==> config.mk <==
export PLATFORM = sky130hd
export DESIGN_NAME = a4w_area4_sram_wait_timing
export DESIGN_NICKNAME = d
export VERILOG_FILES = /design/src/a4w_pkg.sv /design/src/a4w_area4_sram_wait_timing.sv
export SDC_FILE = /design/constraint.sdc
export NUM_CORES = 1
export LEC_CHECK = 0
export ABC_AREA = 1
export BUFFER_PORTS_ARGS = -buffer_cell sky130_fd_sc_hd__buf_2
export CAP_MARGIN = 20
export CORE_MARGIN = 2
export CORE_UTILIZATION = 45
export DETAILED_ROUTE_END_ITERATION = 10
export PLACE_DENSITY = 0.66
export SETUP_SLACK_MARGIN = 0.1
export SLEW_MARGIN = 20
export SYNTH_ARGS = -nofsm -noshare
export SYNTH_HDL_FRONTEND = slang
export SYNTH_SLANG_ARGS = --single-unit
export TNS_END_PERCENT = 30
==> constraint.sdc <==
create_clock -name aclk -period 2.9 [get_ports aclk]
set_input_delay 0 -clock aclk [delete_from_list [all_inputs] [get_ports aclk]]
set_output_delay 0 -clock aclk [all_outputs]
set_load 0.005 [all_outputs]
==> src/a4w_pkg.sv <==
package a4w_pkg;
  // register byte offsets on the axi4-lite bus
  localparam logic [7:0] A4W_WAIT_CONTROL_OFS = 8'h00;
  localparam logic [7:0] A4W_MODE_OFS = 8'h04;
  localparam logic [7:0] A4W_ADDR_OFS = 8'h08;
  localparam logic [7:0] A4W_WDATA_OFS = 8'h0c;
  localparam logic [7:0] A4W_COMMAND_OFS = 8'h10;
  localparam logic [7:0] A4W_RDATA_OFS = 8'h14;

  // area4_wait_control field positions
  localparam int A4W_BAS_BIT = 20;
  localparam int A4W_WW_LSB = 16;
  localparam int A4W_WW_MSB = 18;
  localparam int A4W_SW_LSB = 11;
  localparam int A4W_SW_MSB = 12;
  localparam int A4W_WR_LSB = 7;
  localparam int A4W_WR_MSB = 10;
  localparam logic [3:0] A4W_WR_RESET = 4'ha;

  // command register fields
  localparam int A4W_CMD_START_BIT = 0;
  localparam int A4W_CMD_WRITE_BIT = 1;
  localparam int A4W_CMD_BE_LSB = 4;
  localparam int A4W_CMD_BE_MSB = 7;
  localparam int A4W_CMD_BUSY_BIT = 8;
  localparam int A4W_MODE_BYTE_SRAM_BIT = 0;

  localparam int A4W_ADDR_W = 16;
  localparam logic [1:0] A4W_RESP_OKAY = 2'h0;
  localparam logic [1:0] A4W_RESP_SLVERR = 2'h2;

  // one bus cycle is two aclk periods, so half cycles are whole aclk periods
  localparam logic [5:0] A4W_HALF_PER_CYCLE = 6'h02;
  localparam logic [5:0] A4W_ONE_HALF = 6'h01;

  typedef enum logic [1:0] {A4W_IDLE, A4W_SETUP, A4W_STROBE, A4W_HOLD} a4w_state_type;

  // read wait code to bus cycles; prohibited codes fall back to the longest
  function automatic logic [4:0] a4w_read_wait(input logic [3:0] code);
    logic [4:0] cycles;
    cycles = 5'h18;
    case (code)
      4'h0, 4'h1, 4'h2, 4'h3, 4'h4, 4'h5, 4'h6: cycles = {1'b0, code};
      4'h7: cycles = 5'h08;
      4'h8: cycles = 5'h0a;
      4'h9: cycles = 5'h0c;
      4'ha: cycles = 5'h0e;
      4'hb: cycles = 5'h12;
      default: cycles = 5'h18;
    endcase
    return cycles;
  endfunction : a4w_read_wait
endpackage : a4w_pkg

==> src/a4w_area4_sram_wait_timing.sv <==
// The placing of the registers and the AXI4-Lite slave port were left to the implementer.
`timescale 1ns/1ps
// Operation
// - bits 31..21 and 15..13 of the wait register always read zero
// - reserved bit 19 of the wait register always reads zero
// - byte strobe scheme applies only in byte-selection sram mode
// - scheme 0: byte strobes at strobe timing, direction low whole write cycle
// - scheme 1: byte strobes whole access cycle, direction low at write timing
// - write wait code 000 reuses the read wait count
// - write wait codes 001..111 insert 0..6 wait cycles
// - setup codes delay strobe 0.5, 1.5, 2.5, 3.5 cycles after select
// - scheme, write wait and setup fields reset to zero, read and write
// - read wait codes give 0..6, 8, 10, 12, 14, 18, 24 cycles
module a4w_area4_sram_wait_timing
  import a4w_pkg::*;
(
  input wire logic aclk,
  input wire logic aresetn,
  input wire logic [7:0] s_axi_awaddr,
  input wire logic s_axi_awvalid,
  output logic s_axi_awready,
  input wire logic [31:0] s_axi_wdata,
  input wire logic [3:0] s_axi_wstrb,
  input wire logic s_axi_wvalid,
  output logic s_axi_wready,
  output logic [1:0] s_axi_bresp,
  output logic s_axi_bvalid,
  input wire logic s_axi_bready,
  input wire logic [7:0] s_axi_araddr,
  input wire logic s_axi_arvalid,
  output logic s_axi_arready,
  output logic [31:0] s_axi_rdata,
  output logic [1:0] s_axi_rresp,
  output logic s_axi_rvalid,
  input wire logic s_axi_rready,
  output logic [A4W_ADDR_W-1:0] mem_addr,
  output logic area_select_n,
  output logic read_strobe_n,
  output logic [3:0] byte_write_n,
  output logic read_write,
  output logic [31:0] mem_data_out,
  output logic mem_data_oe,
  input wire logic [31:0] mem_data_in
);
  // bus slave and register state
  logic aw_held, w_held, bvalid, rvalid, start;
  logic next_aw_held, next_w_held, next_bvalid, next_rvalid, next_start;
  logic [7:0] aw_addr, next_aw_addr;
  logic [31:0] w_data, next_w_data, rdata, next_rdata;
  logic [3:0] w_strb, next_w_strb;
  logic [1:0] bresp, next_bresp, rresp, next_rresp;
  logic byte_strobe_scheme_select, next_bas, byte_sram, next_byte_sram, cmd_write, next_cmd_write;
  logic [2:0] write_wait, next_write_wait;
  logic [1:0] setup_code, next_setup_code;
  logic [3:0] read_wait, next_read_wait, cmd_be, next_cmd_be;
  logic [A4W_ADDR_W-1:0] cmd_addr, next_cmd_addr;
  logic [31:0] cmd_wdata, next_cmd_wdata, read_data, next_read_data;
  logic [31:0] wait_control_view, reg_view;
  logic reg_hit;
  logic [7:0] rd_addr;
  // memory sequencer state
  a4w_state_type state, next_state;
  logic [5:0] count, next_count;
  logic [31:0] data_meta, data_sync;
  logic busy;

  assign busy = (state != A4W_IDLE);
  assign s_axi_awready = !aw_held && !bvalid;
  assign s_axi_wready = !w_held && !bvalid;
  assign s_axi_bvalid = bvalid;
  assign s_axi_bresp = bresp;
  assign s_axi_arready = !rvalid;
  assign s_axi_rvalid = rvalid;
  assign s_axi_rdata = rdata;
  assign s_axi_rresp = rresp;

  // reserved bits are never stored, so they read back as zero
  always_comb
  begin
    wait_control_view = 32'h0;
    wait_control_view[A4W_BAS_BIT] = byte_strobe_scheme_select;
    wait_control_view[A4W_WW_MSB:A4W_WW_LSB] = write_wait;
    wait_control_view[A4W_SW_MSB:A4W_SW_LSB] = setup_code;
    wait_control_view[A4W_WR_MSB:A4W_WR_LSB] = read_wait;
  end

  // read mux shared by the read channel
  always_comb
  begin
    rd_addr = s_axi_araddr;
    reg_view = 32'h0;
    reg_hit = 1'b1;
    case (rd_addr)
      A4W_WAIT_CONTROL_OFS: reg_view = wait_control_view;
      A4W_MODE_OFS: reg_view[A4W_MODE_BYTE_SRAM_BIT] = byte_sram;
      A4W_ADDR_OFS: reg_view[A4W_ADDR_W-1:0] = cmd_addr;
      A4W_WDATA_OFS: reg_view = cmd_wdata;
      A4W_COMMAND_OFS:
      begin
        reg_view[A4W_CMD_WRITE_BIT] = cmd_write;
        reg_view[A4W_CMD_BE_MSB:A4W_CMD_BE_LSB] = cmd_be;
        reg_view[A4W_CMD_BUSY_BIT] = busy;
      end
      A4W_RDATA_OFS: reg_view = read_data;
      default: reg_hit = 1'b0;
    endcase
  end

  // axi4-lite slave: address and data taken in either order, answer after both
  always_comb
  begin
    next_aw_held = aw_held;
    next_w_held = w_held;
    next_aw_addr = aw_addr;
    next_w_data = w_data;
    next_w_strb = w_strb;
    next_bvalid = bvalid;
    next_bresp = bresp;
    next_rvalid = rvalid;
    next_rdata = rdata;
    next_rresp = rresp;
    next_start = 1'b0;
    next_bas = byte_strobe_scheme_select;
    next_write_wait = write_wait;
    next_setup_code = setup_code;
    next_read_wait = read_wait;
    next_byte_sram = byte_sram;
    next_cmd_addr = cmd_addr;
    next_cmd_wdata = cmd_wdata;
    next_cmd_write = cmd_write;
    next_cmd_be = cmd_be;
    next_read_data = read_data;
    if (s_axi_awvalid && s_axi_awready)
    begin
      next_aw_held = 1'b1;
      next_aw_addr = s_axi_awaddr;
    end
    if (s_axi_wvalid && s_axi_wready)
    begin
      next_w_held = 1'b1;
      next_w_data = s_axi_wdata;
      next_w_strb = s_axi_wstrb;
    end
    if (aw_held && w_held)
    begin
      next_aw_held = 1'b0;
      next_w_held = 1'b0;
      next_bvalid = 1'b1;
      next_bresp = A4W_RESP_OKAY;
      // strobes gate each field by its byte lane
      case (aw_addr)
        A4W_WAIT_CONTROL_OFS:
        begin
          if (w_strb[2])
          begin
            next_bas = w_data[A4W_BAS_BIT];
            next_write_wait = w_data[A4W_WW_MSB:A4W_WW_LSB];
          end
          if (w_strb[1])
            next_setup_code = w_data[A4W_SW_MSB:A4W_SW_LSB];
          if (w_strb[1] && w_strb[0])
            next_read_wait = w_data[A4W_WR_MSB:A4W_WR_LSB];
        end
        A4W_MODE_OFS:
          if (w_strb[0])
            next_byte_sram = w_data[A4W_MODE_BYTE_SRAM_BIT];
        A4W_ADDR_OFS:
        begin
          if (w_strb[0])
            next_cmd_addr[7:0] = w_data[7:0];
          if (w_strb[1])
            next_cmd_addr[15:8] = w_data[15:8];
        end
        A4W_WDATA_OFS:
          for (int i = 0; i < 4; i++)
            if (w_strb[i])
              next_cmd_wdata[i*8 +: 8] = w_data[i*8 +: 8];
        A4W_COMMAND_OFS:
          // a command written while busy is dropped; software polls busy first
          if (w_strb[0] && !busy)
          begin
            next_cmd_write = w_data[A4W_CMD_WRITE_BIT];
            next_cmd_be = w_data[A4W_CMD_BE_MSB:A4W_CMD_BE_LSB];
            next_start = w_data[A4W_CMD_START_BIT];
          end
        A4W_RDATA_OFS: next_bresp = A4W_RESP_OKAY;
        default: next_bresp = A4W_RESP_SLVERR;
      endcase
    end
    if (bvalid && s_axi_bready)
      next_bvalid = 1'b0;
    if (s_axi_arvalid && s_axi_arready)
    begin
      next_rvalid = 1'b1;
      next_rdata = reg_view;
      next_rresp = reg_hit ? A4W_RESP_OKAY : A4W_RESP_SLVERR;
    end
    else if (rvalid && s_axi_rready)
      next_rvalid = 1'b0;
    // read data captured from the pins at the end of the hold phase
    if (state == A4W_HOLD && !cmd_write)
      next_read_data = data_sync;
  end

  always_ff @(posedge aclk)
  begin
    if (!aresetn)
    begin
      aw_held <= 1'b0;
      w_held <= 1'b0;
      aw_addr <= 8'h00;
      w_data <= 32'h0;
      w_strb <= 4'h0;
      bvalid <= 1'b0;
      bresp <= A4W_RESP_OKAY;
      rvalid <= 1'b0;
      rdata <= 32'h0;
      rresp <= A4W_RESP_OKAY;
      start <= 1'b0;
      byte_strobe_scheme_select <= 1'b0;
      write_wait <= 3'h0;
      setup_code <= 2'h0;
      read_wait <= A4W_WR_RESET;
      byte_sram <= 1'b0;
      cmd_addr <= '0;
      cmd_wdata <= 32'h0;
      cmd_write <= 1'b0;
      cmd_be <= 4'h0;
      read_data <= 32'h0;
    end
    else
    begin
      aw_held <= next_aw_held;
      w_held <= next_w_held;
      aw_addr <= next_aw_addr;
      w_data <= next_w_data;
      w_strb <= next_w_strb;
      bvalid <= next_bvalid;
      bresp <= next_bresp;
      rvalid <= next_rvalid;
      rdata <= next_rdata;
      rresp <= next_rresp;
      start <= next_start;
      byte_strobe_scheme_select <= next_bas;
      write_wait <= next_write_wait;
      setup_code <= next_setup_code;
      read_wait <= next_read_wait;
      byte_sram <= next_byte_sram;
      cmd_addr <= next_cmd_addr;
      cmd_wdata <= next_cmd_wdata;
      cmd_write <= next_cmd_write;
      cmd_be <= next_cmd_be;
      read_data <= next_read_data;
    end
  end

  // sequencer: setup is 2*code+1 half cycles, strobe is one cycle plus the waits
  always_comb
  begin
    logic [4:0] waits;
    waits = a4w_read_wait(read_wait);
    if (cmd_write && write_wait != 3'h0)
      waits = {2'h0, write_wait - 3'h1};
    else
      waits = a4w_read_wait(read_wait);
    next_state = state;
    next_count = count;
    case (state)
      A4W_IDLE:
        if (start)
        begin
          next_state = A4W_SETUP;
          next_count = {3'h0, setup_code, 1'b0};
        end
      A4W_SETUP:
        if (count == 6'h00)
        begin
          next_state = A4W_STROBE;
          next_count = 6'(({1'b0, waits} + 6'h01) * A4W_HALF_PER_CYCLE) - A4W_ONE_HALF;
        end
        else
          next_count = count - 6'h01;
      A4W_STROBE:
        if (count == 6'h00)
          next_state = A4W_HOLD;
        else
          next_count = count - 6'h01;
      A4W_HOLD: next_state = A4W_IDLE;
      default: next_state = A4W_IDLE;
    endcase
  end

  // pin outputs registered from the next state so they change on one edge
  always_ff @(posedge aclk)
  begin
    if (!aresetn)
    begin
      state <= A4W_IDLE;
      count <= 6'h00;
      data_meta <= 32'h0;
      data_sync <= 32'h0;
      mem_addr <= '0;
      area_select_n <= 1'b1;
      read_strobe_n <= 1'b1;
      byte_write_n <= 4'hf;
      read_write <= 1'b1;
      mem_data_out <= 32'h0;
      mem_data_oe <= 1'b0;
    end
    else
    begin
      state <= next_state;
      count <= next_count;
      data_meta <= mem_data_in;
      data_sync <= data_meta;
      mem_addr <= cmd_addr;
      mem_data_out <= cmd_wdata;
      area_select_n <= (next_state == A4W_IDLE);
      mem_data_oe <= cmd_write && (next_state != A4W_IDLE);
      read_strobe_n <= !(!cmd_write && next_state == A4W_STROBE);
      if (!byte_sram)
      begin
        byte_write_n <= ~(cmd_be & {4{cmd_write && next_state == A4W_STROBE}});
        read_write <= !(cmd_write && next_state != A4W_IDLE);
      end
      else if (!byte_strobe_scheme_select)
      begin
        byte_write_n <= ~(cmd_be & {4{next_state == A4W_STROBE}});
        read_write <= !(cmd_write && next_state != A4W_IDLE);
      end
      else
      begin
        byte_write_n <= ~(cmd_be & {4{next_state != A4W_IDLE}});
        read_write <= !(cmd_write && next_state == A4W_STROBE);
      end
    end
  end
endmodule : a4w_area4_sram_wait_timing

**Word-level counts from Yosys, hierarchy flattened**

Index checks and enable logic that the tools add are counted.

- Register bits after elaboration: 309
- Input bits: 91
- Word-level logic and storage cells: 152

- $add $sub $neg: 4
- Multiplexer cells: 25
- Equality and inequality tests: 27
- Bitwise operators: 7
- Reduce and logical (&&, ||, !) cells: 53

Operators by type and width:

| cell | count |
|---|---|
| case mux 16 bit (3 select lines) | 1 |
| AND reduction 3 bit | 12 |
| equality test 8 x 4 -> 1 bit, second input constant | 4 |
| equality test 8 x 5 -> 1 bit, second input constant | 4 |
| case mux 5 bit (6 select lines) | 1 |
| case mux 7 bit (4 select lines) | 1 |
| case mux 5 bit (5 select lines) | 1 |
| two-way mux 6 bit | 3 |
| case mux 6 bit (3 select lines) | 1 |
| equality test 4 x 3 -> 1 bit, second input constant | 4 |
| equality test 4 bit, second input constant | 4 |
| equality test 8 x 3 -> 1 bit, second input constant | 2 |
| logical NOT 8 bit | 2 |
| logical AND 1 bit | 15 |
| AND 4 bit | 3 |
| NOT 4 bit | 3 |
| OR reduction 6 bit | 2 |
| subtractor 6 x 1 -> 6 bit, second input constant | 2 |
| two-way mux 2 bit | 5 |
| logical NOT 1 bit | 9 |
| equality test 4 x 2 -> 1 bit, second input constant | 2 |
| two-way mux 4 bit | 2 |
| case mux 1 bit (4 select lines) | 2 |
| case mux 2 bit (4 select lines) | 1 |
| 18 further kinds | 30 |

**Depth between registers and ports, before layout**

Gate-level depths: netlist (run 1).

- Depth after elaboration: 8
- Depth in mapped cells: 11

**Worst setup path before layout (run 1)**

Ideal clock, no wire load.

- Kind: reg-to-reg
- Start point: register count[0]
- End point: register byte_write_n[0]
- Slack: 1427 ps
- Arrival time: 1356 ps
- Cell stages (with the launch flop): 11
- Data required time: 2783 ps
- Buffers on the path: 1
- Clock period less this slack: 1473 ps
- Path through: dfxtp_1 inv_1 ha_1 buf_1 nand4_1 nand2_1 nand2_1 nand2_1 nand3_1 nand2_1 nand2_1

- Longest elaborated chain between the ends: 8
- Elaborated cells on any way between the ends: 15
- Those cells by class: eq/ne (1); mux (5); bitwise (6); reduce/logical (3)

RTL lines:

| element | line | source |
|---|---|---|
| start: declaration | a4w_area4_sram_wait_timing.sv:63 | `logic [5:0] count, next_count;` |
| start signal: assignment | a4w_area4_sram_wait_timing.sv:313 | `count <= next_count;` |
| logical NOT 6 bit * | a4w_area4_sram_wait_timing.sv:276, a4w_area4_sram_wait_timing.sv:284 |  |
| two-way mux 2 bit (on tied branches) | a4w_area4_sram_wait_timing.sv:284, a4w_area4_sram_wait_timing.sv:276 |  |
| case mux 2 bit (4 select lines) * | a4w_area4_sram_wait_timing.sv:268 | `case (state)` |
| equality test 2 bit or nonzero test 2 bit (tied branches) | a4w_area4_sram_wait_timing.sv:323, a4w_area4_sram_wait_timing.sv:328, a4w_area4_sram_wait_timing.sv:333 |  |
| AND 4 bit (tied with other cells) | a4w_area4_sram_wait_timing.sv:328 | `byte_write_n <= ~(cmd_be & {4{next_state == A4W_STROBE}});` |
| NOT 4 bit (tied with other cells) | a4w_area4_sram_wait_timing.sv:328 |  |
| two-way mux 4 bit or NOT 4 bit (tied branches) | a4w_area4_sram_wait_timing.sv:326, a4w_area4_sram_wait_timing.sv:323 |  |
| two-way mux 4 bit * | a4w_area4_sram_wait_timing.sv:321 | `if (!byte_sram)` |
| end signal: assignment | a4w_area4_sram_wait_timing.sv:323 | `byte_write_n <= ~(cmd_be & {4{cmd_write && next_state == A4W_STROBE}});` |
| end signal: assignment | a4w_area4_sram_wait_timing.sv:328 |  |
| end signal: assignment | a4w_area4_sram_wait_timing.sv:333 | `byte_write_n <= ~(cmd_be & {4{next_state != A4W_IDLE}});` |
| end: declaration | a4w_area4_sram_wait_timing.sv:39 | `output logic [3:0] byte_write_n,` |

Every way passes the cells marked *; elsewhere a longest branch is shown, timed or not.
A chain may end at the register's enable or synchronous reset.

**Worst setup path after layout (run 1)**

- Start point: register bvalid, in the netlist s_axi_bvalid
- End point: register aw_addr[1]

- Longest elaborated chain between the ends: 3

RTL lines:

| element | line | source |
|---|---|---|
| start: declaration | a4w_area4_sram_wait_timing.sv:46 | `logic aw_held, w_held, bvalid, rvalid, start;` |
| start signal: assignment | a4w_area4_sram_wait_timing.sv:238 | `bvalid <= next_bvalid;` |
| logical NOT 1 bit | a4w_area4_sram_wait_timing.sv:68 | `assign s_axi_awready = !aw_held && !bvalid;` |
| logical AND 1 bit | a4w_area4_sram_wait_timing.sv:68 |  |
| logical AND 1 bit | a4w_area4_sram_wait_timing.sv:133 | `if (s_axi_awvalid && s_axi_awready)` |
| end signal: assignment | a4w_area4_sram_wait_timing.sv:235 | `aw_addr <= next_aw_addr;` |
| end: declaration | a4w_area4_sram_wait_timing.sv:48 | `logic [7:0] aw_addr, next_aw_addr;` |

Every way passes these cells.

==> results of run 1 <==
[final timing paths]
kind                                    start              end  slack, ns  depth (start not counted)
worst max-delay path             s_axi_bvalid       aw_addr[1]       0.81                          5
worst min-delay path            s_axi_arvalid  s_axi_rdata[10]       0.05                          5
worst max register to register   s_axi_bvalid       aw_addr[1]       0.81                          5
worst min register to register  data_meta[28]    data_sync[28]       0.41                          2
[Yosys cell counts]
cell | number | area share, %
a211oi_1 | 1 | 0.067
a21oi_1 | 91 | 4.1
a31oi_1 | 1 | 0.056
buf_1 | 4 | 0.13
buf_2 | 6 | 0.27
buf_4 | 2 | 0.13
clkbuf_1 | 60 | 2.0
clkinv_1 | 2 | 0.067
conb_1 | 1 | 0.033
dfxtp_1 | 307 | 55
ha_1 | 7 | 0.78
inv_1 | 189 | 6.3
inv_2 | 1 | 0.033
nand2_1 | 347 | 12
nand3_1 | 91 | 4.1
nand3_2 | 1 | 0.089
nand4_1 | 15 | 0.84
nand4_2 | 1 | 0.11
nor2_1 | 216 | 7.2
nor2_2 | 3 | 0.17
nor3_1 | 5 | 0.22
nor3_2 | 1 | 0.089
nor3_4 | 1 | 0.15
o211ai_1 | 2 | 0.13
o21a_1 | 1 | 0.067
o21ai_0 | 132 | 5.9
o21bai_1 | 2 | 0.13
or2_2 | 1 | 0.056
xnor2_1 | 1 | 0.078
xor2_1 | 2 | 0.16
[sequential cells by signal, summed over array words and instances, names as in the netlist, 3 cells and up]
name,flops
write_wait,3
read_wait,4
mem_data_out,32
cmd_addr,16
cmd_be,4
s_axi_rdata,32
data_sync,32
aw_addr,8
byte_write_n,4
cmd_wdata,32
count,6
w_strb,4
w_data,32
data_meta,32
mem_addr,16
read_data,32
[worst min-delay path, cell delays in order]
cell and delay, ns:
buf_2 0.07, nand2_1 0.06, buf_4 0.26, nand2_1 0.10, a21oi_1 0.06
[power by group through the flow]
stage          Combinational [uW]  Sequential [uW]  Clock (uW)
2_1_floorplan                 468             4500           0
3_3_place_gp                  678             4520           0
3_5_place_dp                  687             4530           0
4_1_cts                       812             4430        4150
5_1_grt                       924             4450        4330
6_report                      820             4440        4090
[cells in the final DEF (no fill, tap or decap), drive strengths merged]
cell,netlist,final
o21ai,132,132
xnor2,1,1
dlygate4sd3,0,116
o21bai,2,2
ha,7,7
o21a,1,1
a21oi,91,91
bufinv,0,4
clkinv,2,10
nor2,219,219
clkbuf,60,39
xor2,2,2
a211oi,1,1
clkinvlp,0,2
o211ai,2,2
or2,1,1
buf,12,201
nand2,347,347
conb,1,2
nand3,92,92
inv,190,191
nor3,7,7
dfxtp,307,307
nand4,16,16
a31oi,1,1
[final cells by class]
type / count / area [um2] / area share (%)
Inverter: 192 / 721 / 4.94
Multi-Input combinational cell: 924 / 4050 / 27.7
Timing Repair Buffer: 317 / 2230 / 15.2
Sequential cell: 307 / 6150 / 42.1
Clock inverter: 15 / 184 / 1.26
Clock buffer: 39 / 866 / 5.93
Tap cell: 324 / 405 / 2.78
[logic make-up after synthesis]
kind of cell	Yosys count	synth area share (%)
simple gates	682	24.7
flops	307	54.9
buf+inv	264	8.98
compound gates	230	10.4
fa+ha+maj	7	0.782
xor+xnor	3	0.235
other cells	1	0.0335
[metal layers]
| metal | wire length, um | up-vias | global-route usage (%) | share of wire [%] |
|---|---|---|---|---|
| met2 | 13700 | 308 | 37.3 | 44 |
| met1 | 14500 | 4680 | 34.0 | 47 |
| met3 | 2190 | 47 | 3.37 | 7.0 |
| met4 | 657 | 0 | 6.15 | 2.1 |
| met5 | 0 | - | 0 | 0 |
| li1 | - | 5197 | - | - |
[stage by stage]
step	util (%)	cell area, um2
6_report	59.8	14600
5_1_grt	59.8	14600
4_1_cts	59.8	14600
3_5_place_dp	50.8	12400
3_3_place_gp	50.8	12400
2_1_floorplan	-	11200
[repair_timing]
action	4_1_cts	5_1_grt
hold endpoints to repair	89	0
resized for setup	0	0
hold buffers	116	0
==> flow_metrics.env, run 1 <==
export IMPL_ant_nets=0
export IMPL_leakagePower_uw=0.00710
export IMPL_clockRootBuffer="clkbuf_16"
export IMPL_clock_fmax_mhz=479
export IMPL_postLayoutSetupSlackWorst_ns=0.813
export IMPL_path_clk_slew_ns=0.07
export IMPL_p_sw_uw=2210
export IMPL_die_h_um=162
export IMPL_slew_headroom_pct=35.7
export IMPL_diodes=0
export IMPL_seq_power_share_pct=47.5
export IMPL_ys_warn_count=0
export IMPL_ys_seq_elements=307
export IMPL_overflow=0
export IMPL_fin_cells=2118
export IMPL_cts_buffers=30
export IMPL_ir_worst_vdd_mv=0.486
export IMPL_dpl_cell_count=1948
export IMPL_worstSkewPairLatency_ns=0.56
export IMPL_fillers=2262
export IMPL_cts_sinks=307
export IMPL_grt_max_degree=102
export IMPL_p_int_uw=7140
export IMPL_setup_violations_final=0
export IMPL_wirelength_um=31000
export IMPL_wire_per_inst_um=14.7
export IMPL_rows=57
export IMPL_fin_tns_setup_ns=0
export IMPL_worstMarginPinSlew_ns=0.963
export IMPL_cp_arrival_ns=2.54
export IMPL_synth_cells=1494
export IMPL_p_comb_share_pct=8.8
export IMPL_hp_class="in2reg"
export IMPL_clock_skew_ns=0.0154
export IMPL_finalMaxSlewViolations=0
export IMPL_status="finished clean"
export IMPL_avgSynthCellArea_um2=7.50
export IMPL_holdWs_ns=0.0525
export IMPL_antenna_found_initial=0
export IMPL_drv_cap=0
export IMPL_netlist_area_um2=11200
export IMPL_ios=188
export IMPL_drt_first_pass_iters=6
export IMPL_grt_pass1_vias=9629
export IMPL_crit_chain="nor2_1, nand2_1, o21ai_0, dlygate4sd3_1, nor2_1"
export IMPL_core_um2=24400
export IMPL_num_vias=10200
export IMPL_htreeDepth=1
export IMPL_syn2layout_area_growth_pct=30.4
export IMPL_cp_top_family="simple AND/OR/NAND/NOR gates"
export IMPL_io_buffers=185
export IMPL_grt_pass1_wl_um=49600
export IMPL_rsz0062_at_grt="no"
export IMPL_min_period_ns=2.09
export IMPL_cts_tree="yes"
export IMPL_critPathMaxFanout=15
export IMPL_pwr_density_cell_nw_per_um2=640
export IMPL_seq_area_frac_synth_pct=54.9
export IMPL_slowest_delay_ns=0.62
export IMPL_ys_types=30
export IMPL_crit_path_frequent_cell="nor2_1"
export IMPL_die_area_um2=26200
export IMPL_finalHoldViolCount=0
export IMPL_track_usage_pct=23.6
export IMPL_start_util_pct=45.9
export IMPL_worstPathRequired_ns=3.36
export IMPL_p_total_uw=9350
export IMPL_dp_slack_ns=0.853
export IMPL_endpoint_kind="flip-flop"
export IMPL_fin_crit_sh_pct=72.0
export IMPL_worst_setup_path_start_kind="flip-flop"
export IMPL_drcViolationCount=0
export IMPL_cts_setup_buffers=0
export IMPL_switching_share_pct=23.7
export IMPL_clockBufferDepth=3
export IMPL_path_buf_inv=1
export IMPL_dp_hpwl_um=21000
export IMPL_clockPowerShare_pct=43.8
export IMPL_gp_congestion=0.905
export IMPL_final_nets=1870
export IMPL_drt_iter0_drc=808
export IMPL_die_w_um=162
export IMPL_worstSetupPathType="reg2reg"
export IMPL_critPathSlowestCell="dlygate4sd3_1"
export IMPL_viasPerCell=4.83
export IMPL_drive_above_1_share_pct=14.6
Note: power is estimated with default switching activity, not from simulation.
==> inputs of run 2 (changes only) <==
--- a/config.mk
+++ b/config.mk
@@ -11,7 +11,7 @@
 export CORE_MARGIN = 2
 export CORE_UTILIZATION = 45
 export DETAILED_ROUTE_END_ITERATION = 10
-export PLACE_DENSITY = 0.66
+export PLACE_DENSITY = 0.69
 export SETUP_SLACK_MARGIN = 0.1
 export SLEW_MARGIN = 20
 export SYNTH_ARGS = -nofsm -noshare
==> constraint.sdc (replaced) <==
create_clock -name aclk -period 1.8 [get_ports aclk]
set_input_delay 0 -clock aclk [delete_from_list [all_inputs] [get_ports aclk]]
set_output_delay 0 -clock aclk [all_outputs]
set_load 0.005 [all_outputs]
==> run 2 against run 1 <==
- setup slack worse by 0.61 ns
- cell area is 0.27% higher
- global-route usage is 1.4 points lower
- count of clock-buffer cells in the layout is 3 higher
- sequential power is 61% higher
- combinational power is 67% higher
- register-to-register slack worse by 0.61 ns
- fmax is 31% higher
- clock power is 59% higher
- wire length is 3.1% lower
- die area stayed put
- critical endpoint is now count[2]
==> flow_metrics.env, run 2 (synthesis results as in run 1) <==
export IMPL_final_cell_mix="nand2_1, dfxtp_1, nor2_1, inv_1, buf_2"
export IMPL_dp_hpwl_um=21100
export IMPL_rsz0062_at_grt="yes"
export IMPL_p_sw_uw=3500
export IMPL_cp_top_family="simple AND/OR/NAND/NOR gates"
export IMPL_diodes=0
export IMPL_clock_fmax_mhz=627
export IMPL_io_buffers=185
export IMPL_status="finished clean"
export IMPL_fin_crit_sh_pct=88.6
export IMPL_cp_arrival_ns=2.02
export IMPL_slowest_delay_ns=0.35
export IMPL_wirelength_um=30100
export IMPL_clockBufferDepth=3
export IMPL_start_util_pct=45.9
export IMPL_worstPathRequired_ns=2.22
export IMPL_overflow=0
export IMPL_leakagePower_uw=0.00716
export IMPL_final_nets=1869
export IMPL_antenna_found_initial=0
export IMPL_seq_power_share_pct=47.6
export IMPL_num_vias=10100
export IMPL_crit_path_frequent_cell="inv_1"
export IMPL_p_comb_share_pct=9.1
export IMPL_cts_tree="yes"
export IMPL_min_period_ns=1.59
export IMPL_critPathSlowestCell="dfxtp_1"
export IMPL_path_buf_inv=3
export IMPL_crit_chain="inv_1, ha_2, inv_1, nor2_2, nor2_2, nand2_2, inv_1, nand2_1, o21ai_0, a21oi_1"
export IMPL_switching_share_pct=23.3
export IMPL_die_area_um2=26200
export IMPL_final_seq_area_um2=6150
export IMPL_cts_buffers=30
export IMPL_syn2layout_area_growth_pct=30.7
export IMPL_critPathLaunch="state[0]"
export IMPL_drv_cap=0
export IMPL_gp_congestion=0.871
export IMPL_worstSetupPathType="reg2reg"
export IMPL_r2r_start="state[0]"
export IMPL_clockPowerShare_pct=43.3
export IMPL_drcViolationCount=0
export IMPL_finalMaxSlewViolations=0
export IMPL_viasPerCell=4.79
export IMPL_track_usage_pct=22.2
export IMPL_worst_setup_path_start_kind="flip-flop"
export IMPL_grt_pass1_vias=9102
export IMPL_grt_pass1_wl_um=46700
export IMPL_grt_max_degree=61
export IMPL_endpoint_kind="flip-flop"
export IMPL_ant_nets=0
export IMPL_drt_first_pass_iters=5
export IMPL_htreeDepth=1
export IMPL_clock_skew_ns=0.0201
export IMPL_setup_violations_final=0
export IMPL_fin_tns_setup_ns=0
export IMPL_die_h_um=162
export IMPL_worstHoldStart="s_axi_arvalid"
export IMPL_rows=57
export IMPL_drive_above_1_share_pct=16.6
export IMPL_hp_class="in2reg"
export IMPL_multiInputGateArea_um2=4090
export IMPL_drt_iter0_drc=734
export IMPL_ir_worst_vdd_mv=0.640
export IMPL_ios=188
export IMPL_clockRootBuffer="clkbuf_16"
export IMPL_path_clk_slew_ns=0.06
export IMPL_critPathMaxFanout=5
export IMPL_wire_per_inst_um=14.2
export IMPL_die_w_um=162
export IMPL_p_int_uw=11500
export IMPL_core_um2=24400
export IMPL_finalHoldViolCount=0
export IMPL_pwr_density_cell_nw_per_um2=1030
export IMPL_fillers=2204
export IMPL_worstSkewPairLatency_ns=0.55
export IMPL_final_common_cell="nand2_1"
export IMPL_cts_sinks=307
export IMPL_fin_util_pct=60.0
==> run 2: cell types whose count changed in the layout (fill, tap and decap cells not counted), sizes merged <==
cell         delta
buf            +22
clkbuf          +3
inv             -1
dlygate4sd3    -23
clkinvlp        -1
clkinv          -1
==> run 2: power by group through the flow <==
stage                     Combinational [uW]  Sequential (uW)  Clock [uW]
after floorplan                          754             7250           0
after global placement                  1130             7290           0
after detailed placement                1150             7300           0
after CTS                               1310             7140        6620
after global routing                    1520             7170        6860
final                                   1370             7150        6510
==> run 2: layout make-up <==
type	count	share of cell area, %
well taps	324	2.77
multi-input cells	924	27.9
clock buffers	42	5.98
clock inverters	12	1.19
inverters	192	4.92
repair buffers	316	15.2
flip-flops and latches	307	42.0
==> run 2: repair_timing <==
item                                    in CTS  in global routing
endpoints found under the setup margin       0                 47
hold buffers                                93                  0
buffers inserted                             0                  1
resized for setup                            0                 17
hold endpoints to repair                   115                  0
==> run 2: layer usage <==
layer  GRT usage (%)  part of all wire [%]  vias to the layer above
met5               0                     0                        -
met3            3.17                   6.6                       41
met2            35.5                    44                      310
li1                -                     -                     5198
met4            5.15                   1.8                        0
met1            31.9                    48                     4594
==> run 2: metrics by stage <==
stage	power (uW)	hold slack (ns)	std cells	instance area [um2]	setup WS (ns)
after detailed placement	8450	0.185	1969	12600	0.123
after floorplan	8000	0.0976	1495	11200	0.327
final	15000	0.0656	2117	14600	0.206
after global placement	8420	0.183	1969	12600	0.197
after CTS	15100	0.0401	2116	14600	0.120
after global routing	15500	0.108	2117	14600	0.0739
==> run 2: worst register-to-register path, cell delays in order (launching register included) <==
cell and delay, ns:
dfxtp_1 0.35, inv_1 0.09, ha_2 0.22, inv_1 0.13
nor2_2 0.07, nor2_2 0.13, nand2_2 0.12, inv_1 0.14
nand2_1 0.06, o21ai_0 0.08, a21oi_1 0.09
==> run 2: worst paths after layout <==
kind	depth (start not counted)	end	slack (ns)
setup reg to reg	10	count[2]	0.21
hold reg to reg	2	data_sync[27]	0.41
setup / recovery	10	count[2]	0.21
hold / removal	6	s_axi_rdata[30]	0.07
==> inputs of run 3 (changes only) <==
==> constraint.sdc (replaced) <==
create_clock -name aclk -period 1.8 [get_ports aclk]
set_input_delay 0.09 -clock aclk [delete_from_list [all_inputs] [get_ports aclk]]
set_output_delay 0.09 -clock aclk [all_outputs]
set_load 0.005 [all_outputs]
==> run 3 against run 2 <==
- fmax is 0.44% lower
- final cell count is 0.28% lower
- critical path depth is 5 lower
==> flow_metrics.env, run 3 (synthesis results as in run 1) <==
export IMPL_worstSkewPairLatency_ns=0.56
export IMPL_worstHoldStart="s_axi_awvalid"
export IMPL_pwr_density_cell_nw_per_um2=1040
export IMPL_fin_cells=2111
export IMPL_r2r_setup_slack_ns=0.20
export IMPL_dp_hpwl_um=20800
export IMPL_ir_worst_vdd_mv=0.616
export IMPL_path_clk_slew_ns=0.06
export IMPL_setup_violations_final=0
export IMPL_grt_pass1_wl_um=48200
export IMPL_critPathLaunch="aw_held"
export IMPL_r2r_end="s_axi_bvalid"
export IMPL_fin_crit_sh_pct=89.0
export IMPL_ant_nets=0
export IMPL_endpoint_kind="flip-flop"
export IMPL_clockRootBuffer="clkbuf_16"
export IMPL_hold_path_depth=4
export IMPL_final_common_cell="nand2_1"
export IMPL_htreeDepth=1
export IMPL_finalHoldViolCount=0
export IMPL_overflow=0
export IMPL_gp_congestion=0.858
export IMPL_start_util_pct=45.9
export IMPL_drcViolationCount=0
export IMPL_holdPathEnd="aw_addr[3]"
export IMPL_grt_pass1_vias=9497
export IMPL_p_total_uw=15200
export IMPL_diodes=0
export IMPL_drt_first_pass_iters=6
export IMPL_fin_util_pct=60.0
export IMPL_cp_arrival_ns=2.10
export IMPL_die_w_um=162
export IMPL_wire_per_inst_um=14.3
export IMPL_grt_max_degree=71
export IMPL_drive_above_1_share_pct=16.9
export IMPL_die_area_um2=26200
export IMPL_r2r_start="aw_held"
export IMPL_final_nets=1862
export IMPL_drt_iter0_drc=731
export IMPL_num_vias=10200
export IMPL_die_h_um=162
export IMPL_dpl_cell_count=1965
export IMPL_min_period_ns=1.60
export IMPL_leakagePower_uw=0.00713
export IMPL_drv_cap=0
export IMPL_wirelength_um=30300
export IMPL_final_cell_mix="nand2_1, dfxtp_1, nor2_1, inv_1, buf_2"
export IMPL_track_usage_pct=22.7
export IMPL_antenna_found_initial=0
export IMPL_status="finished clean"
export IMPL_rsz0062_at_grt="no"
export IMPL_critPathMaxFanout=8
export IMPL_cts_sinks=307
export IMPL_viasPerCell=4.83
export IMPL_cts_tree="yes"
export IMPL_r2r_cells=5
export IMPL_core_um2=24400
export IMPL_ios=188
export IMPL_clock_fmax_mhz=625
export IMPL_holdWs_ns=0.0429
export IMPL_clockBufferDepth=3
export IMPL_worstPathRequired_ns=2.30
export IMPL_io_buffers=185
export IMPL_clock_skew_ns=0.0198
export IMPL_cts_buffers=30
export IMPL_worst_setup_path_start_kind="flip-flop"
export IMPL_finalMaxSlewViolations=0
export IMPL_rows=57
export IMPL_worstSetupPathType="reg2reg"
export IMPL_syn2layout_area_growth_pct=30.6
export IMPL_hp_class="in2reg"
## run 3: worst max path at each step
| stage | endpoint | slack, ns | cells after the start |
|---|---|---|---|
| 3_5_place_dp | cmd_wdata[21] | -0.009 | 6 |
| 5_1_grt | byte_write_n[2] | 0.1 | 10 |
| 4_1_cts | cmd_wdata[3] | 0.11 | 6 |
| 3_3_place_gp | cmd_wdata[0] | 0.07 | 7 |
| 2_1_floorplan | byte_write_n[0] | 0.33 | 10 |
| 6_report | s_axi_bvalid | 0.20 | 5 |
## run 3: what timing repair did
| action | 4_1_cts | 5_1_grt |
|---|---|---|
| resized for setup | 0 | 24 |
| endpoints found under the setup margin | 31 | 59 |
| pin swaps | 1 | 0 |
| hold buffers | 89 | 0 |
| endpoints found under the hold margin | 100 | 0 |
| buffers inserted | 2 | 0 |
## run 3: critical path, stage by stage, from the launching register on
cell and delay (ns):
dfxtp_1 0.39, nand2_2 0.18, inv_1 0.19, nor2_1 0.07, a211oi_2 0.15, dlygate4sd3_1 0.58
## run 3: cell type report
type / instances / area (um2)
fillers: 2203 / 9760
multi-input cells: 924 / 4120
repair buffers: 309 / 2150
inverters: 192 / 721
clock inverters: 14 / 216
well taps: 324 / 405
flip-flops and latches: 307 / 6150
clock buffers: 41 / 872
## run 3: power breakdown
part | switching [uW] | total, uW | internal, uW
clock | 2630 | 6730 | 4100
sequential | 138 | 7150 | 7010
combinational | 793 | 1330 | 541
total | 3560 | 15200 | 11700
## run 3: metrics by stage
step	TNS (ns)	area [um2]	setup slack, ns
finish	0	14600	0.199
global route	0	14600	0.0998
CTS	0	14600	0.110
global placement	0	12600	0.0680
detailed placement	-0.00942	12600	-0.00942
floorplan	0	11200	0.327
## run 3: per-layer routing
layer  wire [um]  part of all wire, %  global-route usage [%]  vias up
met5           0                    0                       0        -
met4         777                  2.6                    6.64        0
met3        1940                  6.4                    2.76       61
met2       13300                   44                    35.8      334
met1       14200                   47                    32.8     4620
li1            -                    -                       -     5183
